===== src/eeh_regs.vh =====
`ifndef EEH_REGS_VH
`define EEH_REGS_VH

// Clock and pin timing
`define EEH_CLK_NS       50
`define EEH_T_WP_NS      100
`define EEH_T_WPH_NS     50
`define EEH_T_ACC_NS     120
`define EEH_T_OEHP_NS    150
`define EEH_T_BLC_US     150
`define EEH_T_WC_MS      2
`define EEH_CEIL(t)      (((t) + `EEH_CLK_NS - 1) / `EEH_CLK_NS)
`define EEH_WP_CYC       `EEH_CEIL(`EEH_T_WP_NS)
`define EEH_WPH_CYC      `EEH_CEIL(`EEH_T_WPH_NS)
`define EEH_ACC_CYC      `EEH_CEIL(`EEH_T_ACC_NS)
`define EEH_OEHP_CYC     `EEH_CEIL(`EEH_T_OEHP_NS)
// Three pin flops plus the agreement stage
`define EEH_SYNC_CYC     4
// Longest window rounds down
`define EEH_BLC_CYC      ((`EEH_T_BLC_US * 1000) / `EEH_CLK_NS)
// Stop waiting for more page bytes at half the window
`define EEH_BLC_GUARD    (`EEH_BLC_CYC / 2)
`define EEH_WC_CYC       ((`EEH_T_WC_MS * 1000000) / `EEH_CLK_NS)
`define EEH_ERASE_CYC    200000

// Widths and layout
`define EEH_AW           13
`define EEH_DW           8
`define EEH_OPW          3
`define EEH_FW           24
`define EEH_TW           24
`define EEH_FIFO_DEPTH   16
`define EEH_FIFO_AW      4
`define EEH_PAGE_BYTES   7'h40
`define EEH_PAGE_LSB     6
`define EEH_POLL_BIT     7
`define EEH_TGL_BIT      6

// Command codes
`define EEH_OP_READ      3'h0
`define EEH_OP_LOAD      3'h1
`define EEH_OP_LOCK_ON   3'h2
`define EEH_OP_LOCK_OFF  3'h3
`define EEH_OP_ERASE     3'h4

// Lock command sequences, values arbitrary
`define EEH_SEQ_EN_LEN   3'h3
`define EEH_SEQ_DIS_LEN  3'h6
`define EEH_SEQ_A0       13'h0AA1
`define EEH_SEQ_A1       13'h0552
`define EEH_SEQ_D0       8'h11
`define EEH_SEQ_D1       8'h22
`define EEH_SEQ_D_EN     8'h33
`define EEH_SEQ_D_DIS3   8'h44
`define EEH_SEQ_D_DIS5   8'h55

`endif


===== src/eeh_ctrl.v =====
`timescale 1ns/1ps
`include "eeh_regs.vh"

module eeh_ctrl #(
  parameter [`EEH_TW-1:0] PROG_CYC  = `EEH_WC_CYC,
  parameter [`EEH_TW-1:0] ERASE_CYC = `EEH_ERASE_CYC
) (
  // Clock and reset
  input  wire                  MCLK,
  input  wire                  RST_B,
  // Command port
  input  wire                  CMD_VALID,
  output wire                  CMD_READY,
  input  wire [`EEH_OPW-1:0]   CMD_OP,
  input  wire [`EEH_AW-1:0]    CMD_ADDR,
  input  wire [`EEH_DW-1:0]    CMD_DATA,
  // Mode levels
  input  wire                  PROTECT,
  input  wire                  POLL_TOGGLE,
  // Answer port
  output reg                   RSP_VALID,
  output reg  [`EEH_DW-1:0]    RSP_DATA,
  output reg                   RSP_FAIL,
  output wire                  BUSY,
  // Memory pins
  output reg  [`EEH_AW-1:0]    MEM_A,
  output reg                   MEM_CE_N,
  output reg                   MEM_OE_N,
  output reg                   MEM_WE_N,
  output reg                   MEM_OE_HV,
  input  wire [`EEH_DW-1:0]    MEM_DQ_IN,
  output reg  [`EEH_DW-1:0]    MEM_DQ_OUT,
  output reg                   MEM_DQ_OE_N
);
  localparam [9:0] S_IDLE  = 10'h001;
  localparam [9:0] S_WSET  = 10'h002;
  localparam [9:0] S_WLOW  = 10'h004;
  localparam [9:0] S_WHIGH = 10'h008;
  localparam [9:0] S_NEXT  = 10'h010;
  localparam [9:0] S_LAPSE = 10'h020;
  localparam [9:0] S_RACC  = 10'h040;
  localparam [9:0] S_RGAP  = 10'h080;
  localparam [9:0] S_ERASE = 10'h100;
  localparam [9:0] M_CE    = S_WSET | S_WLOW | S_WHIGH | S_NEXT | S_RACC | S_ERASE;
  localparam [9:0] M_DRV   = S_WSET | S_WLOW | S_WHIGH | S_NEXT;

  localparam [`EEH_TW-1:0] WP_END   = `EEH_WP_CYC - 1;
  localparam [`EEH_TW-1:0] WPH_END  = `EEH_WPH_CYC - 1;
  localparam [`EEH_TW-1:0] RD_END   = `EEH_ACC_CYC + `EEH_SYNC_CYC - 1;
  localparam [`EEH_TW-1:0] GAP_END  = `EEH_OEHP_CYC - 1;
  localparam [`EEH_TW-1:0] BLC_LIM  = `EEH_BLC_CYC;
  localparam [`EEH_TW-1:0] BLC_GRD  = `EEH_BLC_GUARD;
  localparam [`EEH_TW-1:0] T_ONE    = 1;
  localparam [2:0]         IDX_ONE  = 1;
  localparam [6:0]         CNT_ONE  = 1;

  // Lock command byte by sequence kind and index
  function [`EEH_AW+`EEH_DW-1:0] cmd_seq;
    input       dis;
    input [2:0] idx;
    begin
      case (idx)
        3'h0: cmd_seq = {`EEH_SEQ_A0, `EEH_SEQ_D0};
        3'h1: cmd_seq = {`EEH_SEQ_A1, `EEH_SEQ_D1};
        3'h3: cmd_seq = {`EEH_SEQ_A0, `EEH_SEQ_D_DIS3};
        3'h4: cmd_seq = {`EEH_SEQ_A1, `EEH_SEQ_D1};
        3'h5: cmd_seq = {`EEH_SEQ_A0, `EEH_SEQ_D_DIS5};
        default: cmd_seq = dis ? {`EEH_SEQ_A0, `EEH_SEQ_D0} : {`EEH_SEQ_A0, `EEH_SEQ_D_EN};
      endcase
    end
  endfunction

  reg  [9:0]               st_ff;
  reg  [9:0]               nxt_st;
  reg  [`EEH_TW-1:0]       tmr_ff;
  reg  [`EEH_TW-1:0]       win_ff;
  reg  [`EEH_TW-1:0]       prog_ff;
  reg  [2:0]               pre_idx_ff;
  reg  [2:0]               pre_len_ff;
  reg                      pre_dis_ff;
  reg                      load_ff;
  reg                      user_ff;
  reg  [6:0]               page_ff;
  reg  [6:0]               cnt_ff;
  reg  [`EEH_AW-1:0]       last_a_ff;
  reg  [`EEH_DW-1:0]       last_d_ff;
  reg                      poll_ff;
  reg                      fin_ff;
  reg                      tgl_prev_ff;
  reg                      tgl_have_ff;
  reg  [`EEH_DW-1:0]       dq_s1_ff;
  reg  [`EEH_DW-1:0]       dq_s2_ff;
  reg  [`EEH_DW-1:0]       dq_s3_ff;
  reg  [`EEH_DW-1:0]       dq_ff;
  reg                      f_pop;
  reg                      ld;
  reg                      ld_pre;
  reg                      ld_user;
  reg  [`EEH_AW+`EEH_DW-1:0] ld_word;
  reg                      rsp_go;
  reg                      poll_done;
  wire                     f_valid;
  wire [`EEH_FW-1:0]       f_data;
  wire [`EEH_OPW-1:0]      f_op;
  wire [`EEH_AW-1:0]       f_addr;
  wire [`EEH_DW-1:0]       f_dat;
  wire                     pre_pend;
  wire                     same_pg;
  wire                     use_tgl;
  wire                     timeout;
  wire                     f_dis;

  eeh_fifo #(
    .W  (`EEH_FW),
    .D  (`EEH_FIFO_DEPTH),
    .AW (`EEH_FIFO_AW)
  ) u_fifo (
    .clk       (MCLK),
    .rst_b     (RST_B),
    .in_valid  (CMD_VALID),
    .in_ready  (CMD_READY),
    .in_data   ({CMD_OP, CMD_ADDR, CMD_DATA}),
    .out_valid (f_valid),
    .out_ready (f_pop),
    .out_data  (f_data)
  );

  assign f_op     = f_data[`EEH_FW-1 -: `EEH_OPW];
  assign f_addr   = f_data[`EEH_AW+`EEH_DW-1 -: `EEH_AW];
  assign f_dat    = f_data[`EEH_DW-1:0];
  assign f_dis    = (f_op == `EEH_OP_LOCK_OFF);
  assign pre_pend = (pre_idx_ff < pre_len_ff);
  assign same_pg  = (f_op == `EEH_OP_LOAD) && (f_addr[`EEH_AW-1:`EEH_PAGE_LSB] == page_ff)
                    && (cnt_ff < `EEH_PAGE_BYTES);
  assign use_tgl  = POLL_TOGGLE | ~user_ff;
  assign timeout  = (prog_ff >= PROG_CYC);
  assign BUSY     = (st_ff != S_IDLE);

  always @* begin
    if (use_tgl) begin
      poll_done = tgl_have_ff && (dq_ff[`EEH_TGL_BIT] == tgl_prev_ff);
    end else begin
      poll_done = (dq_ff[`EEH_POLL_BIT] == last_d_ff[`EEH_POLL_BIT]);
    end
  end

  always @* begin
    nxt_st  = st_ff;
    f_pop   = 1'b0;
    ld      = 1'b0;
    ld_pre  = 1'b0;
    ld_user = 1'b0;
    ld_word = {f_addr, f_dat};
    rsp_go  = 1'b0;
    case (st_ff)
      S_IDLE: begin
        if (f_valid) begin
          case (f_op)
            `EEH_OP_READ: begin
              f_pop  = 1'b1;
              nxt_st = S_RACC;
            end
            `EEH_OP_LOAD: begin
              ld     = 1'b1;
              nxt_st = S_WSET;
              if (PROTECT) begin
                ld_pre  = 1'b1;
                ld_word = cmd_seq(1'b0, 3'h0);
              end else begin
                f_pop   = 1'b1;
                ld_user = 1'b1;
              end
            end
            `EEH_OP_LOCK_ON, `EEH_OP_LOCK_OFF: begin
              f_pop   = 1'b1;
              ld      = 1'b1;
              ld_pre  = 1'b1;
              ld_word = cmd_seq(f_dis, 3'h0);
              nxt_st  = S_WSET;
            end
            `EEH_OP_ERASE: begin
              f_pop  = 1'b1;
              nxt_st = S_ERASE;
            end
            default: begin
              f_pop = 1'b1;
            end
          endcase
        end
      end
      S_WSET: begin
        nxt_st = S_WLOW;
      end
      S_WLOW: begin
        if (tmr_ff == WP_END) begin
          nxt_st = S_WHIGH;
        end
      end
      S_WHIGH: begin
        if (tmr_ff == WPH_END) begin
          nxt_st = S_NEXT;
        end
      end
      S_NEXT: begin
        if (pre_pend) begin
          ld      = 1'b1;
          ld_pre  = 1'b1;
          ld_word = cmd_seq(pre_dis_ff, pre_idx_ff);
          nxt_st  = S_WSET;
        end else if (load_ff && f_valid && same_pg) begin
          f_pop   = 1'b1;
          ld      = 1'b1;
          ld_user = 1'b1;
          nxt_st  = S_WSET;
        end else if (!(load_ff && !f_valid && (win_ff < BLC_GRD))) begin
          nxt_st = S_LAPSE;
        end
      end
      S_LAPSE: begin
        if (win_ff > BLC_LIM) begin
          nxt_st = S_RACC;
        end
      end
      S_RACC: begin
        if (tmr_ff == RD_END) begin
          nxt_st = S_RGAP;
          rsp_go = ~poll_ff | poll_done | timeout;
        end
      end
      S_RGAP: begin
        if (tmr_ff == GAP_END) begin
          nxt_st = fin_ff ? S_IDLE : S_RACC;
        end
      end
      S_ERASE: begin
        if (tmr_ff == ERASE_CYC - T_ONE) begin
          nxt_st = S_RGAP;
          rsp_go = 1'b1;
        end
      end
      default: begin
        nxt_st = S_IDLE;
      end
    endcase
  end

  // Data pins pass three flops; a bit counts once stages two and three agree
  genvar gi;
  generate
    for (gi = 0; gi < `EEH_DW; gi = gi + 1) begin : g_dq
      always @(posedge MCLK or negedge RST_B) begin
        if (!RST_B) begin
          dq_ff[gi] <= 1'b0;
        end else if (dq_s2_ff[gi] == dq_s3_ff[gi]) begin
          dq_ff[gi] <= dq_s3_ff[gi];
        end
      end
    end
  endgenerate

  always @(posedge MCLK or negedge RST_B) begin
    if (!RST_B) begin
      dq_s1_ff <= {`EEH_DW{1'b0}};
      dq_s2_ff <= {`EEH_DW{1'b0}};
      dq_s3_ff <= {`EEH_DW{1'b0}};
    end else begin
      dq_s1_ff <= MEM_DQ_IN;
      dq_s2_ff <= dq_s1_ff;
      dq_s3_ff <= dq_s2_ff;
    end
  end

  // Pins follow the next state, so strobes change together with the state
  always @(posedge MCLK or negedge RST_B) begin
    if (!RST_B) begin
      MEM_CE_N    <= 1'b1;
      MEM_OE_N    <= 1'b1;
      MEM_WE_N    <= 1'b1;
      MEM_OE_HV   <= 1'b0;
      MEM_DQ_OE_N <= 1'b1;
    end else begin
      MEM_CE_N    <= ~|(nxt_st & M_CE);
      MEM_OE_N    <= ~|(nxt_st & S_RACC);
      MEM_WE_N    <= ~|(nxt_st & (S_WLOW | S_ERASE));
      MEM_OE_HV   <= |(nxt_st & S_ERASE);
      MEM_DQ_OE_N <= ~|(nxt_st & M_DRV);
    end
  end

  always @(posedge MCLK or negedge RST_B) begin
    if (!RST_B) begin
      st_ff       <= S_IDLE;
      tmr_ff      <= {`EEH_TW{1'b0}};
      win_ff      <= {`EEH_TW{1'b0}};
      prog_ff     <= {`EEH_TW{1'b0}};
      pre_idx_ff  <= 3'h0;
      pre_len_ff  <= 3'h0;
      pre_dis_ff  <= 1'b0;
      load_ff     <= 1'b0;
      user_ff     <= 1'b0;
      page_ff     <= 7'h00;
      cnt_ff      <= 7'h00;
      last_a_ff   <= {`EEH_AW{1'b0}};
      last_d_ff   <= {`EEH_DW{1'b0}};
      poll_ff     <= 1'b0;
      fin_ff      <= 1'b0;
      tgl_prev_ff <= 1'b0;
      tgl_have_ff <= 1'b0;
      MEM_A       <= {`EEH_AW{1'b0}};
      MEM_DQ_OUT  <= {`EEH_DW{1'b0}};
      RSP_VALID   <= 1'b0;
      RSP_DATA    <= {`EEH_DW{1'b0}};
      RSP_FAIL    <= 1'b0;
    end else begin
      st_ff     <= nxt_st;
      tmr_ff    <= (nxt_st != st_ff) ? {`EEH_TW{1'b0}} : tmr_ff + T_ONE;
      RSP_VALID <= rsp_go;
      if (st_ff == S_IDLE) begin
        poll_ff     <= 1'b0;
        fin_ff      <= 1'b0;
        user_ff     <= 1'b0;
        cnt_ff      <= 7'h00;
        pre_idx_ff  <= 3'h0;
        pre_len_ff  <= 3'h0;
        pre_dis_ff  <= f_dis;
        load_ff     <= (f_op == `EEH_OP_LOAD);
        page_ff     <= f_addr[`EEH_AW-1:`EEH_PAGE_LSB];
        MEM_A       <= f_addr;
        if (f_op == `EEH_OP_LOAD) begin
          pre_len_ff <= PROTECT ? `EEH_SEQ_EN_LEN : 3'h0;
        end else if (f_op == `EEH_OP_LOCK_ON) begin
          pre_len_ff <= `EEH_SEQ_EN_LEN;
        end else if (f_op == `EEH_OP_LOCK_OFF) begin
          pre_len_ff <= `EEH_SEQ_DIS_LEN;
        end
      end
      if (ld) begin
        MEM_A      <= ld_word[`EEH_AW+`EEH_DW-1 -: `EEH_AW];
        MEM_DQ_OUT <= ld_word[`EEH_DW-1:0];
        last_a_ff  <= ld_word[`EEH_AW+`EEH_DW-1 -: `EEH_AW];
        last_d_ff  <= ld_word[`EEH_DW-1:0];
        win_ff     <= {`EEH_TW{1'b0}};
      end else if (win_ff <= BLC_LIM) begin
        win_ff <= win_ff + T_ONE;
      end
      if (ld_pre) begin
        pre_idx_ff <= pre_idx_ff + IDX_ONE;
      end
      if (ld_user) begin
        user_ff <= 1'b1;
        cnt_ff  <= cnt_ff + CNT_ONE;
      end
      if (st_ff == S_NEXT) begin
        prog_ff <= {`EEH_TW{1'b0}};
      end else if (!timeout) begin
        prog_ff <= prog_ff + T_ONE;
      end
      if ((st_ff == S_LAPSE) && (nxt_st == S_RACC)) begin
        poll_ff     <= 1'b1;
        tgl_have_ff <= 1'b0;
        MEM_A       <= last_a_ff;
      end
      if ((st_ff == S_RACC) && (nxt_st == S_RGAP)) begin
        tgl_prev_ff <= dq_ff[`EEH_TGL_BIT];
        tgl_have_ff <= 1'b1;
        fin_ff      <= rsp_go;
      end
      if (st_ff == S_ERASE) begin
        fin_ff <= 1'b1;
      end
      if (rsp_go) begin
        RSP_DATA <= dq_ff;
        RSP_FAIL <= poll_ff & ~poll_done & timeout;
      end
    end
  end
endmodule // eeh_ctrl


===== src/eeh_fifo.v =====
`timescale 1ns/1ps
`include "eeh_regs.vh"

module eeh_fifo #(
  parameter W  = `EEH_FW,
  parameter D  = `EEH_FIFO_DEPTH,
  parameter AW = `EEH_FIFO_AW
) (
  // Clock and reset
  input  wire         clk,
  input  wire         rst_b,
  // Fill side
  input  wire         in_valid,
  output wire         in_ready,
  input  wire [W-1:0] in_data,
  // Drain side
  output wire         out_valid,
  input  wire         out_ready,
  output wire [W-1:0] out_data
);
  localparam [AW:0]   FULL = D;
  localparam [AW:0]   ONE_C = 1;
  localparam [AW-1:0] ONE_P = 1;

  reg [W-1:0]  mem [0:D-1];
  reg [AW-1:0] wr_ff;
  reg [AW-1:0] rd_ff;
  reg [AW:0]   cnt_ff;
  wire         push;
  wire         pop;

  assign in_ready  = (cnt_ff != FULL);
  assign out_valid = (cnt_ff != {(AW+1){1'b0}});
  assign out_data  = mem[rd_ff];
  assign push      = in_valid & in_ready;
  assign pop       = out_valid & out_ready;

  always @(posedge clk) begin
    if (push) begin
      mem[wr_ff] <= in_data;
    end
  end

  always @(posedge clk or negedge rst_b) begin
    if (!rst_b) begin
      wr_ff  <= {AW{1'b0}};
      rd_ff  <= {AW{1'b0}};
      cnt_ff <= {(AW+1){1'b0}};
    end else begin
      if (push) begin
        wr_ff <= wr_ff + ONE_P;
      end
      if (pop) begin
        rd_ff <= rd_ff + ONE_P;
      end
      if (push & ~pop) begin
        cnt_ff <= cnt_ff + ONE_C;
      end else if (pop & ~push) begin
        cnt_ff <= cnt_ff - ONE_C;
      end
    end
  end
endmodule // eeh_fifo


===== config.mk =====
export PLATFORM = sky130hd
export DESIGN_NAME = eeh_ctrl
export DESIGN_NICKNAME = d
export VERILOG_FILES = /design/src/eeh_ctrl.v /design/src/eeh_fifo.v
export VERILOG_INCLUDE_DIRS = /design/src
export SDC_FILE = /design/constraint.sdc
export NUM_CORES = 1
export LEC_CHECK = 0
export BUFFER_PORTS_ARGS = -buffer_cell sky130_fd_sc_hd__buf_4
export CORE_MARGIN = 3
export CORE_UTILIZATION = 45
export CTS_BUF_LIST = sky130_fd_sc_hd__clkbuf_4
export CTS_CLUSTER_DIAMETER = 40
export DETAILED_ROUTE_END_ITERATION = 12
export SLEW_MARGIN = 0
export SYNTH_ARGS = -nofsm -noshare
export SYNTH_HDL_FRONTEND = slang
export SYNTH_HIERARCHICAL = 1
export SYNTH_SLANG_ARGS = --single-unit

===== constraint.sdc =====
create_clock -name MCLK -period 7.66 [get_ports MCLK]
set_clock_uncertainty 0.05 [all_clocks]
set_input_delay 0.383 -clock MCLK [delete_from_list [all_inputs] [get_ports MCLK]]
set_output_delay 0.383 -clock MCLK [all_outputs]
set_load 0.03 [all_outputs]

==> parameters.txt, run 1 <==
Parameter                              Value

Status
  Status ... finished clean

GRT
  Global route total overflow ... 0
  Wire length of the first global-routing pass ... 87720 µm
  Global routing usage summed across all routing layers ... 0.2033
  Via count of the first global-routing pass ... 15154
  Pin count of the biggest net entering global routing ... 93
  Number of antenna violations at the first check in global routing ... 6

Place
  Final GP Congestion ... 0.8634
  Number of port buffers ... 74
  Final HPWL from detailed placement ... 32270 µm

STA
  Post-route minimum period ... 5.754 ns
  Transition at the pin with the smallest max-transition slack ... 1.189 ns
  Final critical-path share of the clock period ... 0.7511
  Setup repair after global routing missed its margin ... false
  Hold_ws ... 0.1925 ns
  Slew HR ... 0.2055
  Finish-stage setup viols ... 0
  Setup TNS ... 0 ns
  Number of hold violations in the final report ... 0
  Maximum frequency from static timing analysis ... 0.1738 GHz
  Number of slew-limit violations in the final report ... 0

Cells and area
  Fraction of final layout cells sized beyond drive strength 1 ... 0.2347
  Filler Cell Count ... 4525
  Combined flip-flop and latch cell area ... 0.01660 mm²
  Multi-input gate area ... 0.007338 mm²
  Synth-to-Final Area Change ... 14.72%
  # nets final ... 1920

Power
  Leak pwr ... 0.01084 µW
  Cell area power density ... 361.5 mW/mm²
  Max IR drop VDD ... 0.2862 mV

Synthesis
  Number of distinct library cell variants in the gate-level netlist after synthesis ... 76
  Mean instance size in the synthesized netlist ... 14.88 µm²
  Number of enable flip-flop cells after synthesis ... 384
  Synthesized instance count ... 1645
  Syn. warnings ... 6
  Cell types occupying the most area after synthesis ... sky130_fd_sc_hd__edfxtp_1 47%, sky130_fd_sc_hd__dfrtp_1 20%, sky130_fd_sc_hd__mux4_2 4.4%, sky130_fd_sc_hd__mux2i_1 4.1%, sky130_fd_sc_hd__nand2_1 2.1%
  Fraction of registers with async set/reset ... 0.3447
  Post-synthesis cell area ... 0.02447 mm²
  Most common flop cell mapped by yosys ... sky130_fd_sc_hd__edfxtp_1
  Synthesized flop and latch total ... 586
  Area share of the leading cell type in the synthesized netlist ... 0.4712
  Sequential share of the synthesized area ... 0.6781
  Yosys top cell by area ... sky130_fd_sc_hd__edfxtp_1
  Net count after synthesis ... 1707

Clocking
  CTS H-tree lvls ... 4
  Cts bufs inserted ... 155
  Clock tree from TritonCTS ... done
  Post-CTS clock slew at the launch and capture registers of the worst setup and hold paths ... 0.06 ns
  Skew-Pair Late Insertion Delay ... 0.98 ns
  Clock root buffer master ... sky130_fd_sc_hd__clkbuf_4
  Clock sink count ... 586
  CTS Buffer Depth ... 3

Route
  Average wire length per cell after detail routing ... 21.17 µm
  Remaining DRCs ... 0
  Detailed-route vias per instance ... 5.546
  Number of nets with antenna violations after detailed routing ... 0
  Detailed Routing Iterations Pass 1 ... 5
  Starting DRC count in detailed routing ... 923
  Vias ... 14807
  Routed Wire Length ... 56530 µm

Worst setup path
  Required time of the critical path ... 8.51 ns
  Slowest cell on the critical path ... sky130_fd_sc_hd__dfrtp_2
  Maximum net fanout on the critical path ... 49
  Critical path buffer and inverter count ... 1
  Worst-path cell chain ... and2_4 > a221oi_1 > a22oi_1 > nand2_1 > nor3b_1 > nand4_1 > nor3_1 > nand3_1 > nand2_1 > nand2_1 > ha_1 > inv_1 > ha_1 > a21o_1 > a21oi_1 > mux2i_1 > xnor2_1
  Kind of critical path ... register to register
  Type of origin of the critical path ... register
  CP delay by family, top ... simple AND/OR/NAND/NOR gates
  Library cell appearing most often on the critical path ... sky130_fd_sc_hd__nand2_1
  Worst EP arrival ... 6.60 ns
  Worst stage delay on the critical path ... 0.81 ns
  Type of destination of the critical path ... register

Run
  Number of violations of the max-capacitance limit ... 0

Worst hold path
  Tightest Hold Check Type ... primary input to register

Floorplanning
  Boundary Pins ... 75
  Initial cell density of the core ... 0.4601
  Standard-cell row count ... 84
  Die Outline Area ... 0.05721 mm²
  Die extent in y ... 239.2 µm
  Std-Cell Core Area ... 0.05318 mm²
  Chip Width ... 239.2 µm
-- synthesized netlist by cell type (9+ instances only) --
master / n
sky130_fd_sc_hd__xor2_1: 37
sky130_fd_sc_hd__edfxtp_1: 384
sky130_fd_sc_hd__nand2b_1: 15
sky130_fd_sc_hd__buf_2: 14
sky130_fd_sc_hd__mux4_2: 48
sky130_fd_sc_hd__nand3_1: 34
sky130_fd_sc_hd__and4_1: 11
sky130_fd_sc_hd__xnor2_1: 30
sky130_fd_sc_hd__a221oi_2: 17
sky130_fd_sc_hd__mux2i_1: 100
sky130_fd_sc_hd__mux2_2: 13
sky130_fd_sc_hd__nand2_1: 135
sky130_fd_sc_hd__a22oi_1: 24
sky130_fd_sc_hd__nand4_1: 19
sky130_fd_sc_hd__a221oi_1: 32
sky130_fd_sc_hd__nor2_1: 79
sky130_fd_sc_hd__ha_1: 24
sky130_fd_sc_hd__and2_1: 22
sky130_fd_sc_hd__inv_1: 24
sky130_fd_sc_hd__dfrtp_1: 197
sky130_fd_sc_hd__a31oi_1: 10
sky130_fd_sc_hd__nor3_1: 25
sky130_fd_sc_hd__buf_4: 9
sky130_fd_sc_hd__and3_1: 18
sky130_fd_sc_hd__clkbuf_1: 38
sky130_fd_sc_hd__a21o_1: 16
sky130_fd_sc_hd__buf_6: 16
sky130_fd_sc_hd__o21ai_0: 73
sky130_fd_sc_hd__nor4_1: 40
sky130_fd_sc_hd__a21oi_1: 39
-- cell families after synthesis --
group                      share of synthesized area
adders and majority gates                    0.01636
other                                      0.0001533
buffers and inverters                        0.02618
and+or+nand+nor                              0.09096
muxes                                        0.09107
AOI/OAI and AO/OA                            0.07322
xor gates and xnor gates                     0.02398
DFF                                           0.6781
-- layer usage --
layer,track usage,wire (µm),part of all wire
met1,0.2614,24060,0.43
met3,0.05181,3311,0.059
met5,0,22,0.00039
met4,0.07806,1108,0.020
met2,0.3344,28030,0.50
-- what timing repair did --
item | in CTS | in global routing
hold buffers | 46 | 0
endpoints found under the hold margin | 479 | 0
setup buffers | 0 | 0
resized for setup | 0 | 0
-- metrics by stage --
stage               setup WS, ns  cells    util  cell area, µm²  total power (µW)
floorplan                  3.204   1645       -           24470              6564
global placement           2.139   2343  0.4818           25620              7465
detailed placement         1.971   2343  0.4818           25620              7523
CTS                        1.946   2661  0.5274           28050             10270
global route               1.356   2669  0.5278           28070             10790
finish                     1.906   2670  0.5279           28070             10150
-- flip-flops by register name (all words and copies together) (netlist names), 10 cells and up --
signal,flops
MEM_A,13
last_a_ff,13
prog_ff,24
st_ff,10
tmr_ff,24
u_fifo/mem,384
win_ff,24
-- power by group --
part / leakage [µW] / switching [µW] / internal (µW)
logic: 0.00363 / 2100 / 1240
clock network: 0.00118 / 1250 / 1430
registers: 0.00604 / 308 / 3830
-- layout make-up --
| type | instances | share of cell area |
|---|---|---|
| Antenna cell | 9 | 0.0008023 |
| Multi-Input combinational cell | 949 | 0.2614 |
| Tap cell | 688 | 0.03067 |
| Sequential cell | 586 | 0.5912 |
| Timing Repair Buffer | 140 | 0.04283 |
| Clock buffer | 236 | 0.06311 |
| Clock inverter | 36 | 0.006374 |
| Inverter | 26 | 0.003566 |
-- cells in the final DEF (no fill, tap or decap), types with 9 or more instances in the layout --
| master | netlist | layout |
|---|---|---|
| sky130_fd_sc_hd__a21o_1 | 16 | 16 |
| sky130_fd_sc_hd__a21oi_1 | 39 | 39 |
| sky130_fd_sc_hd__a221oi_1 | 32 | 32 |
| sky130_fd_sc_hd__a221oi_2 | 17 | 17 |
| sky130_fd_sc_hd__a22oi_1 | 24 | 24 |
| sky130_fd_sc_hd__a31oi_1 | 10 | 10 |
| sky130_fd_sc_hd__and2_1 | 22 | 22 |
| sky130_fd_sc_hd__and3_1 | 18 | 18 |
| sky130_fd_sc_hd__and4_1 | 11 | 11 |
| sky130_fd_sc_hd__buf_4 | 9 | 92 |
| sky130_fd_sc_hd__clkbuf_4 | 1 | 236 |
| sky130_fd_sc_hd__clkinv_1 | 0 | 22 |
| sky130_fd_sc_hd__dfrtp_1 | 197 | 195 |
| sky130_fd_sc_hd__diode_2 | 0 | 9 |
| sky130_fd_sc_hd__dlygate4sd3_1 | 0 | 45 |
| sky130_fd_sc_hd__edfxtp_1 | 384 | 384 |
| sky130_fd_sc_hd__ha_1 | 24 | 24 |
| sky130_fd_sc_hd__inv_1 | 24 | 24 |
| sky130_fd_sc_hd__inv_2 | 1 | 9 |
| sky130_fd_sc_hd__mux2_2 | 13 | 13 |
| sky130_fd_sc_hd__mux2i_1 | 100 | 100 |
| sky130_fd_sc_hd__mux4_2 | 48 | 48 |
| sky130_fd_sc_hd__nand2_1 | 135 | 135 |
| sky130_fd_sc_hd__nand2b_1 | 15 | 15 |
| sky130_fd_sc_hd__nand3_1 | 34 | 34 |
| sky130_fd_sc_hd__nand4_1 | 19 | 19 |
| sky130_fd_sc_hd__nor2_1 | 79 | 67 |
| sky130_fd_sc_hd__nor2_4 | 0 | 9 |
| sky130_fd_sc_hd__nor3_1 | 25 | 21 |
| sky130_fd_sc_hd__nor4_1 | 40 | 39 |
| sky130_fd_sc_hd__o21ai_0 | 73 | 73 |
| sky130_fd_sc_hd__xnor2_1 | 30 | 30 |
| sky130_fd_sc_hd__xor2_1 | 37 | 37 |
-- path summary, 6_finish.rpt --
check                                      from               end  slack (ns)  cells after the start
worst max-delay path            u_fifo/rd_ff[1]  u_fifo/cnt_ff[4]        1.91                     17
worst min-delay path                CMD_DATA[5]  u_fifo/mem[1][5]        0.19                      2
worst max register to register  u_fifo/rd_ff[1]  u_fifo/cnt_ff[4]        1.91                     17
worst min register to register      dq_s1_ff[0]       dq_s2_ff[0]        0.29                      0
max in group asynchronous                 RST_B       dq_s3_ff[5]        6.15                      4
min in group asynchronous                 RST_B          MEM_CE_N        0.51                      3
No activity file was read; power rests on OpenSTA's default activity.
==> inputs of run 2 (changes only) <==
--- a/config.mk
+++ b/config.mk
@@ -6,6 +6,7 @@
 export SDC_FILE = /design/constraint.sdc
 export NUM_CORES = 1
 export LEC_CHECK = 0
+export ABC_AREA = 1
 export BUFFER_PORTS_ARGS = -buffer_cell sky130_fd_sc_hd__buf_4
 export CORE_MARGIN = 3
 export CORE_UTILIZATION = 45
==> constraint.sdc (replaced) <==
create_clock -name MCLK -period 4.83 [get_ports MCLK]
set_clock_uncertainty 0.05 [all_clocks]
set_input_delay 0.2415 -clock MCLK [delete_from_list [all_inputs] [get_ports MCLK]]
set_output_delay 0.2415 -clock MCLK [all_outputs]
set_load 0.03 [all_outputs]
==> run 2 against run 1 <==
Die area rose by 9.4%; combinational power rose by 88%; power rose by 68%; worst hold slack got worse by 0.052 ns; highest routed layer is now met4.
==> parameters.txt, run 2 <==
Parameter                              Value

Worst setup path
  Type of origin of the critical path ... register (unchanged)
  Launching instance or port of the critical path ... u_fifo/rd_ff[0] (was u_fifo/rd_ff[1])
  Worst-path cell chain ... inv_4 > buf_12 > nand2_1 > nand3_1 > nand3_1 > nand2_1 > nand2_1 > inv_1 > nand3_2 > inv_1 > nand4_1 > nor3_1 > a32o_1 > nand2_1 > ha_1 > inv_1 > ha_1 > nand2_1 > nand3_1 > nand3_1 > nand2_1 > nand2_1 > nand2_1 (was and2_4 > a221oi_1 > a22oi_1 > nand2_1 > nor3b_1 > nand4_1 > nor3_1 > nand3_1 > nand2_1 > nand2_1 > ha_1 > inv_1 > ha_1 > a21o_1 > a21oi_1 > mux2i_1 > xnor2_1)
  Required time of the critical path ... 5.63 ns (was 8.51 ns)
  Worst EP arrival ... 5.24 ns (was 6.60 ns)
  Slowest cell on the critical path ... sky130_fd_sc_hd__dfrtp_4 (was sky130_fd_sc_hd__dfrtp_2)
  Worst flop-to-flop path startpoint ... u_fifo/rd_ff[0] (was u_fifo/rd_ff[1])
  Kind of critical path ... register to register (unchanged)
  Library cell appearing most often on the critical path ... sky130_fd_sc_hd__nand2_1 (unchanged)
  Type of destination of the critical path ... register (unchanged)
  Worst stage delay on the critical path ... 0.51 ns (was 0.81 ns)
  Reg2reg setup slack ... 0.39 ns (was 1.91 ns)
  Maximum net fanout on the critical path ... 37 (was 49)

Synthesis
  Most numerous cell types in the synthesized netlist ... 909 x sky130_fd_sc_hd__nand2_1, 384 x sky130_fd_sc_hd__edfxtp_1, 329 x sky130_fd_sc_hd__nor2_1, 321 x sky130_fd_sc_hd__inv_1, 223 x sky130_fd_sc_hd__nand3_1 (was 384 x sky130_fd_sc_hd__edfxtp_1, 197 x sky130_fd_sc_hd__dfrtp_1, 135 x sky130_fd_sc_hd__nand2_1, 100 x sky130_fd_sc_hd__mux2i_1, 79 x sky130_fd_sc_hd__nor2_1)
  Synthesized instance count ... 2840 (was 1645)
  Fraction of registers with async set/reset ... 0.3447 (unchanged)
  Synthesized flop and latch total ... 586 (unchanged)
  Number of enable flip-flop cells after synthesis ... 384 (unchanged)
  Net count after synthesis ... 2902 (was 1707)
  Area share of the leading cell type in the synthesized netlist ... 0.4297 (was 0.4712)
  Most common flop cell mapped by yosys ... sky130_fd_sc_hd__edfxtp_1 (unchanged)
  Number of distinct library cell variants in the gate-level netlist after synthesis ... 63 (was 76)
  Post-synthesis cell area ... 0.02684 mm² (was 0.02447 mm²)
  Yosys top cell by area ... sky130_fd_sc_hd__edfxtp_1 (unchanged)
  Mean instance size in the synthesized netlist ... 9.449 µm² (was 14.88 µm²)
  Most common cell in the netlist ... sky130_fd_sc_hd__nand2_1 (was sky130_fd_sc_hd__edfxtp_1)
  Cell types occupying the most area after synthesis ... sky130_fd_sc_hd__edfxtp_1 43%, sky130_fd_sc_hd__dfrtp_1 18%, sky130_fd_sc_hd__nand2_1 13%, sky130_fd_sc_hd__nor2_1 4.6%, sky130_fd_sc_hd__inv_1 4.5% (was sky130_fd_sc_hd__edfxtp_1 47%, sky130_fd_sc_hd__dfrtp_1 20%, sky130_fd_sc_hd__mux4_2 4.4%, sky130_fd_sc_hd__mux2i_1 4.1%, sky130_fd_sc_hd__nand2_1 2.1%)
  Syn. warnings ... 6 (unchanged)
  Sequential share of the synthesized area ... 0.6183 (was 0.6781)

Route
  Routed Wire Length ... 69740 µm (was 56530 µm)
  Number of nets with antenna violations after detailed routing ... 0 (unchanged)
  Detailed-route vias per instance ... 5.105 (was 5.546)
  Starting DRC count in detailed routing ... 1576 (was 923)
  Detailed Routing Iterations Pass 1 ... 5 (unchanged)
  Vias ... 20296 (was 14807)
  Remaining DRCs ... 0 (unchanged)
  Average wire length per cell after detail routing ... 17.54 µm (was 21.17 µm)

STA
  Final critical-path share of the clock period ... 0.9199 (was 0.7511)
  Finish-stage setup viols ... 0 (unchanged)
  Setup TNS ... 0 ns (unchanged)
  Number of slew-limit violations in the final report ... 0 (unchanged)
  Number of hold violations in the final report ... 0 (unchanged)
  Slew HR ... 0.2439 (was 0.2055)
  Setup repair after global routing missed its margin ... false (unchanged)
  Maximum frequency from static timing analysis ... 0.2251 GHz (was 0.1738 GHz)
  Hold_ws ... 0.1405 ns (was 0.1925 ns)
  Transition at the pin with the smallest max-transition slack ... 1.131 ns (was 1.189 ns)
  Post-route minimum period ... 4.443 ns (was 5.754 ns)

Cells and area
  Utilization after layout ... 0.5313 (was 0.5279)
  # nets final ... 3152 (was 1920)
  Largest register FFs ... 384 (unchanged)
  Commonest non-fill, non-tap cells in the layout ... 909 x sky130_fd_sc_hd__nand2_1, 384 x sky130_fd_sc_hd__edfxtp_1, 320 x sky130_fd_sc_hd__inv_1, 313 x sky130_fd_sc_hd__nor2_1, 238 x sky130_fd_sc_hd__clkbuf_4 (was 384 x sky130_fd_sc_hd__edfxtp_1, 236 x sky130_fd_sc_hd__clkbuf_4, 195 x sky130_fd_sc_hd__dfrtp_1, 135 x sky130_fd_sc_hd__nand2_1, 100 x sky130_fd_sc_hd__mux2i_1)
  Fraction of final layout cells sized beyond drive strength 1 ... 0.1428 (was 0.2347)
  Most flop-heavy register ... u_fifo/mem (unchanged)
  Most common cell after layout, fill and taps aside ... sky130_fd_sc_hd__nand2_1 (was sky130_fd_sc_hd__edfxtp_1)
  Synth-to-Final Area Change ... 15.54% (was 14.72%)
  Filler Cell Count ... 5348 (was 4525)

GRT
  Pin count of the biggest net entering global routing ... 169 (was 93)
  Global routing usage summed across all routing layers ... 0.2256 (was 0.2033)
  Global route total overflow ... 0 (unchanged)
  Global Route met3 Usage ... 0.04776 (was 0.05181)
  Met2 track utilization from global routing ... 0.3673 (was 0.3344)
  Wire length of the first global-routing pass ... 110600 µm (was 87720 µm)
  Via count of the first global-routing pass ... 20046 (was 15154)
  Number of antenna violations at the first check in global routing ... 3 (was 6)
  Most Crowded Layer GR ... met2 (unchanged)
  GR Util met1 ... 0.2962 (was 0.2614)

Worst hold path
  Tightest Hold Check Type ... primary input to register (unchanged)
  Launch instance of the worst min-delay path ... CMD_VALID (was CMD_DATA[5])

Place
  Number of port buffers ... 74 (unchanged)
  Final GP Congestion ... 0.8920 (was 0.8634)
  Final HPWL from detailed placement ... 42620 µm (was 32270 µm)

Clocking
  CTS H-tree lvls ... 4 (unchanged)
  Cts bufs inserted ... 159 (was 155)
  Post-CTS clock slew at the launch and capture registers of the worst setup and hold paths ... 0.07 ns (was 0.06 ns)
  Skew-Pair Late Insertion Delay ... 1.00 ns (was 0.98 ns)
  Clock root buffer master ... sky130_fd_sc_hd__clkbuf_4 (unchanged)
  Clock tree from TritonCTS ... done (unchanged)
  Clock sink count ... 586 (unchanged)
  CTS Buffer Depth ... 3 (unchanged)

Power
  Cell area power density ... 549.4 mW/mm² (was 361.5 mW/mm²)
  Clk pwr share ... 0.261 (was 0.264)
  Part of the total power dissipated in combinational logic ... 0.367 (was 0.328)
  Power dissipated by switching net loads ... 6870 µW (was 3654 µW)
  Max IR drop VDD ... 0.4831 mV (was 0.2862 mV)
  Sequential power share ... 0.372 (was 0.407)
  Leak pwr ... 0.01374 µW (was 0.01084 µW)
  Fraction of power spent switching nets ... 0.4033 (was 0.3601)
  Int Pwr ... 10170 µW (was 6494 µW)

Floorplanning
  Die Outline Area ... 0.06260 mm² (was 0.05721 mm²)
  Initial cell density of the core ... 0.4599 (was 0.4601)
  Std-Cell Core Area ... 0.05836 mm² (was 0.05318 mm²)
  Standard-cell row count ... 88 (was 84)
  Boundary Pins ... 75 (unchanged)
  Die extent in y ... 250.2 µm (was 239.2 µm)
  Chip Width ... 250.2 µm (was 239.2 µm)

Status
  Status ... finished clean (unchanged)

Run
  Number of violations of the max-capacitance limit ... 0 (unchanged)
## run 2: cell count changes after synthesis, moves of 37 or more
| cell | before | now |
|---|---|---|
| sky130_fd_sc_hd__nand2_1 | 135 | 909 |
| sky130_fd_sc_hd__nand3_1 | 34 | 223 |
| sky130_fd_sc_hd__mux2i_1 | 100 | 9 |
| sky130_fd_sc_hd__nor2_1 | 79 | 329 |
| sky130_fd_sc_hd__buf_2 | 14 | 51 |
| sky130_fd_sc_hd__mux4_2 | 48 | 0 |
| sky130_fd_sc_hd__inv_1 | 24 | 321 |
## run 2: worst paths after layout
| check | end | depth (start not counted) |
|---|---|---|
| hold reg to reg | dq_s2_ff[0] | 0 |
| hold / removal | u_fifo/wr_ff[3] | 5 |
| min in group asynchronous | MEM_CE_N | 3 |
| setup reg to reg | u_fifo/cnt_ff[4] | 23 |
| max in group asynchronous | tmr_ff[21] | 4 |
| setup / recovery | u_fifo/cnt_ff[4] | 23 |
## run 2: cells by family (layout without fill, tap and decap cells)
kind of cell	count (synthesis)	count (layout)	share of synthesized area
AOI/OAI and AO/OA	158	158	0.03520
xor gates and xnor gates	31	31	0.01012
adders and majority gates	33	33	0.01492
buffers and inverters	427	794	0.06882
DFF	586	586	0.6183
muxes	10	10	0.003777
other	1	5	0.0001397
and+or+nand+nor	1594	1594	0.2487
## run 2: area by class of cell
type	instances	area (µm²)	area share
multi-input cells	1827	8502	0.2742
diodes	4	10.01	0.0003228
repair buffers	185	1645	0.05306
well taps	765	957.2	0.03087
clock inverters	40	264.0	0.008514
clock buffers	238	1787	0.05762
flip-flops and latches	586	16600	0.5353
inverters	331	1245	0.04015
## run 2: timing repair
item / CTS / global route
hold buffers: 75 / 0
endpoints found under the setup margin: 0 / 1
hold endpoints to repair: 615 / 0
resized for setup: 0 / 1
setup buffers: 0 / 0
## run 2: power by group through the flow
stage	combinational, µW	sequential [µW]	clock (µW)
after floorplan	4090	6520	0
after global placement	6030	6410	0
after detailed placement	6140	6430	0
after CTS	6210	6340	4600
after global routing	6940	6400	4880
final	6250	6340	4450
## run 2: critical path: cells and delay by family, from the launching register on
kind	cells	cell delay [ns]
compound gates	1	0.24
simple gates	15	1.81
flops	1	0.51
buf+inv	5	1.10
fa+ha+maj	2	0.59
## run 2: metrics by stage
step                      setup slack, ns  total power, µW  cell area (µm²)  cells
after floorplan                     1.506            10610            26840   2840
after CTS                          0.5020            17150            30990   3972
after detailed placement           0.5263            12570            28170   3619
after global routing              0.04033            18220            31010   3976
after global placement             0.7424            12440            28170   3619
final                              0.3868            17040            31010   3976
## run 2: layer usage
layer	up-vias	part of all wire
li1	9817	-
met5	-	0
met2	634	0.48
met1	9691	0.43
met3	154	0.060
met4	0	0.029
==> inputs of run 3 (changes only) <==
--- a/config.mk
+++ b/config.mk
@@ -10,7 +10,7 @@
 export BUFFER_PORTS_ARGS = -buffer_cell sky130_fd_sc_hd__buf_4
 export CORE_MARGIN = 3
 export CORE_UTILIZATION = 45
-export CTS_BUF_LIST = sky130_fd_sc_hd__clkbuf_4
+export CTS_BUF_LIST = sky130_fd_sc_hd__clkbuf_8
 export CTS_CLUSTER_DIAMETER = 40
 export DETAILED_ROUTE_END_ITERATION = 12
 export SLEW_MARGIN = 0
==> run 3 against run 2 <==
Power grew 0.93%; final area shrank 1.1%; critical path depth shrank 1; flip-flop and latch count is the same; largest power group unchanged.
==> parameters.txt, run 3 (synthesis gave the netlist of run 2 again) <==
Parameter                              Value

Clocking
  Clock sink count ... 586 (unchanged)
  Post-CTS clock slew at the launch and capture registers of the worst setup and hold paths ... 0.06 ns (was 0.07 ns)
  Cts bufs inserted ... 104 (was 159)
  CTS H-tree lvls ... 3 (was 4)
  Skew-Pair Late Insertion Delay ... 0.72 ns (was 1.00 ns)
  CTS Buffer Depth ... 3 (unchanged)
  Clock root buffer master ... sky130_fd_sc_hd__clkbuf_8 (was sky130_fd_sc_hd__clkbuf_4)
  Clock tree from TritonCTS ... done (unchanged)
  Resize count post-CTS ... 0 (unchanged)

Worst setup path
  Type of destination of the critical path ... register (unchanged)
  Kind of critical path ... register to register (unchanged)
  Type of origin of the critical path ... register (unchanged)
  Maximum net fanout on the critical path ... 168 (was 37)
  Required time of the critical path ... 5.37 ns (was 5.63 ns)
  Worst EP arrival ... 4.98 ns (was 5.24 ns)

GRT
  Global route total overflow ... 0 (unchanged)
  Global routing usage summed across all routing layers ... 0.2187 (was 0.2256)
  Via count of the first global-routing pass ... 19313 (was 20046)
  Wire length of the first global-routing pass ... 108100 µm (was 110600 µm)
  Pin count of the biggest net entering global routing ... 169 (unchanged)
  Number of antenna violations at the first check in global routing ... 2 (was 3)

Power
  Leak pwr ... 0.01354 µW (was 0.01374 µW)
  Part of the total power dissipated in combinational logic ... 0.361 (was 0.367)
  Sequential power share ... 0.369 (was 0.372)
  Clk pwr share ... 0.270 (was 0.261)
  Max IR drop VDD ... 0.3789 mV (was 0.4831 mV)
  Fraction of power spent switching nets ... 0.4014 (was 0.4033)
  Cell area power density ... 560.7 mW/mm² (was 549.4 mW/mm²)
  Power dissipated by switching net loads ... 6902 µW (was 6870 µW)
  Int Pwr ... 10290 µW (was 10170 µW)

STA
  Number of slew-limit violations in the final report ... 0 (unchanged)
  Transition at the pin with the smallest max-transition slack ... 1.132 ns (was 1.131 ns)
  Setup TNS ... 0 ns (unchanged)
  Setup repair after global routing missed its margin ... false (unchanged)
  Post-route minimum period ... 4.441 ns (was 4.443 ns)
  Number of hold violations in the final report ... 0 (unchanged)
  Finish-stage setup viols ... 0 (unchanged)
  Maximum frequency from static timing analysis ... 0.2252 GHz (was 0.2251 GHz)
  Final critical-path share of the clock period ... 0.9194 (was 0.9199)
  Slew HR ... 0.2435 (was 0.2439)

Floorplanning
  Chip Width ... 250.2 µm (unchanged)
  Standard-cell row count ... 88 (unchanged)
  Die extent in y ... 250.2 µm (unchanged)
  Boundary Pins ... 75 (unchanged)
  Initial cell density of the core ... 0.4599 (unchanged)
  Std-Cell Core Area ... 0.05836 mm² (unchanged)
  Die Outline Area ... 0.06260 mm² (unchanged)

Worst hold path
  Tightest Hold Check Type ... primary input to register (unchanged)

Route
  Average wire length per cell after detail routing ... 17.75 µm (was 17.54 µm)
  Remaining DRCs ... 0 (unchanged)
  Routed Wire Length ... 68300 µm (was 69740 µm)
  Starting DRC count in detailed routing ... 1502 (was 1576)
  Detailed-route vias per instance ... 5.146 (was 5.105)
  Number of nets with antenna violations after detailed routing ... 0 (unchanged)
  Vias ... 19797 (was 20296)
  Detailed Routing Iterations Pass 1 ... 6 (was 5)

Run
  Number of violations of the max-capacitance limit ... 0 (unchanged)

Status
  Status ... finished clean (unchanged)

Cells and area
  Utilization after layout ... 0.5255 (was 0.5313)
  Most flop-heavy register ... u_fifo/mem (unchanged)
  Synth-to-Final Area Change ... 14.27% (was 15.54%)
  Largest register FFs ... 384 (unchanged)
  Fraction of final layout cells sized beyond drive strength 1 ... 0.1159 (was 0.1428)
  # nets final ... 3057 (was 3152)
  Commonest non-fill, non-tap cells in the layout ... 909 x sky130_fd_sc_hd__nand2_1, 384 x sky130_fd_sc_hd__edfxtp_1, 345 x sky130_fd_sc_hd__inv_1, 313 x sky130_fd_sc_hd__nor2_1, 223 x sky130_fd_sc_hd__nand3_1 (was 909 x sky130_fd_sc_hd__nand2_1, 384 x sky130_fd_sc_hd__edfxtp_1, 320 x sky130_fd_sc_hd__inv_1, 313 x sky130_fd_sc_hd__nor2_1, 238 x sky130_fd_sc_hd__clkbuf_4)
  Most common cell after layout, fill and taps aside ... sky130_fd_sc_hd__nand2_1 (unchanged)

Place
  Final HPWL from detailed placement ... 42620 µm (unchanged)
  Number of port buffers ... 74 (unchanged)
  Final GP Congestion ... 0.8920 (unchanged)
==> run 3: cell types whose count changed in the layout (fill, tap and decap cells not counted), moves of 3 or more <==
cell                            previous run  this run
sky130_fd_sc_hd__dlygate4sd3_1            74        35
sky130_fd_sc_hd__clkinv_1                 26        14
sky130_fd_sc_hd__clkinvlp_4                1         4
sky130_fd_sc_hd__clkbuf_8                  1       118
sky130_fd_sc_hd__clkinv_2                  5        21
sky130_fd_sc_hd__inv_2                    10         7
sky130_fd_sc_hd__bufinv_16                 3         6
sky130_fd_sc_hd__clkbuf_4                238         0
sky130_fd_sc_hd__inv_1                   320       345
==> run 3: final cells by class <==
type | count | area (µm²)
Multi-Input combinational cell | 1827 | 8502
Tap cell | 765 | 957.2
Sequential cell | 586 | 16600
Inverter | 331 | 1245
Clock buffer | 117 | 1610
Timing Repair Buffer | 145 | 1220
Clock inverter | 74 | 529.3
Fill cell | 5284 | 27690
Antenna cell | 2 | 5.005
==> run 3: worst max-delay path, stage by stage (launching register included) <==
cell and delay [ns]:
sky130_fd_sc_hd__dfrtp_4 0.44, sky130_fd_sc_hd__buf_12 0.55, sky130_fd_sc_hd__nand2_1 0.14, sky130_fd_sc_hd__nand3_1 0.13
sky130_fd_sc_hd__nand3_1 0.10, sky130_fd_sc_hd__nand2_1 0.11, sky130_fd_sc_hd__nand2_1 0.16, sky130_fd_sc_hd__inv_1 0.20
sky130_fd_sc_hd__nand3_2 0.17, sky130_fd_sc_hd__inv_1 0.13, sky130_fd_sc_hd__nand4_1 0.15, sky130_fd_sc_hd__nor3_1 0.30
sky130_fd_sc_hd__a32o_1 0.24, sky130_fd_sc_hd__nand2_1 0.23, sky130_fd_sc_hd__ha_1 0.28, sky130_fd_sc_hd__inv_1 0.16
sky130_fd_sc_hd__ha_1 0.31, sky130_fd_sc_hd__nand2_1 0.10, sky130_fd_sc_hd__nand3_1 0.10, sky130_fd_sc_hd__nand3_1 0.09
sky130_fd_sc_hd__nand2_1 0.05, sky130_fd_sc_hd__nand2_1 0.05, sky130_fd_sc_hd__nand2_1 0.04
==> run 3: final timing paths <==
check,slack (ns),end,cells after the start,startpoint
hold reg to reg,0.30,dq_s2_ff[0],0,dq_s1_ff[0]
min in group asynchronous,0.17,win_ff[22],2,RST_B
setup reg to reg,0.39,u_fifo/cnt_ff[4],22,u_fifo/rd_ff[0]
setup / recovery,0.39,u_fifo/cnt_ff[4],22,u_fifo/rd_ff[0]
hold / removal,0.07,RSP_FAIL,6,POLL_TOGGLE
max in group asynchronous,3.51,u_fifo/cnt_ff[4],3,RST_B
==> run 3: layer usage <==
layer,GRT usage,vias to the layer above,part of all wire
met4,0.07104,0,0.027
met3,0.04091,153,0.058
met2,0.3614,603,0.48
met5,0,-,0
met1,0.2928,9503,0.44
li1,-,9538,-
==> run 3: what timing repair did <==
action / CTS / global route
hold buffers: 35 / 0
endpoints found under the hold margin: 488 / 0
setup buffers: 0 / 0
==> run 3: power groups by stage <==
stage | clock, µW | combinational [µW] | sequential, µW
6_report | 4640 | 6210 | 6340
3_3_place_gp | 0 | 6030 | 6410
2_1_floorplan | 0 | 4090 | 6520
5_1_grt | 5000 | 6900 | 6400
4_1_cts | 4770 | 6180 | 6340
3_5_place_dp | 0 | 6140 | 6430
==> run 3: per-stage QoR <==
stage	area (µm²)	worst slack, ns	hold WS, ns	std cells	power [µW]
2_1_floorplan	26840	1.506	-0.1041	2840	10610
3_3_place_gp	28170	0.7424	0.2842	3619	12440
3_5_place_dp	28170	0.5263	0.2863	3619	12570
4_1_cts	30660	0.4931	0.02916	3845	17290
5_1_grt	30670	0.009381	0.05621	3847	18290
6_report	30670	0.3895	0.06698	3847	17190
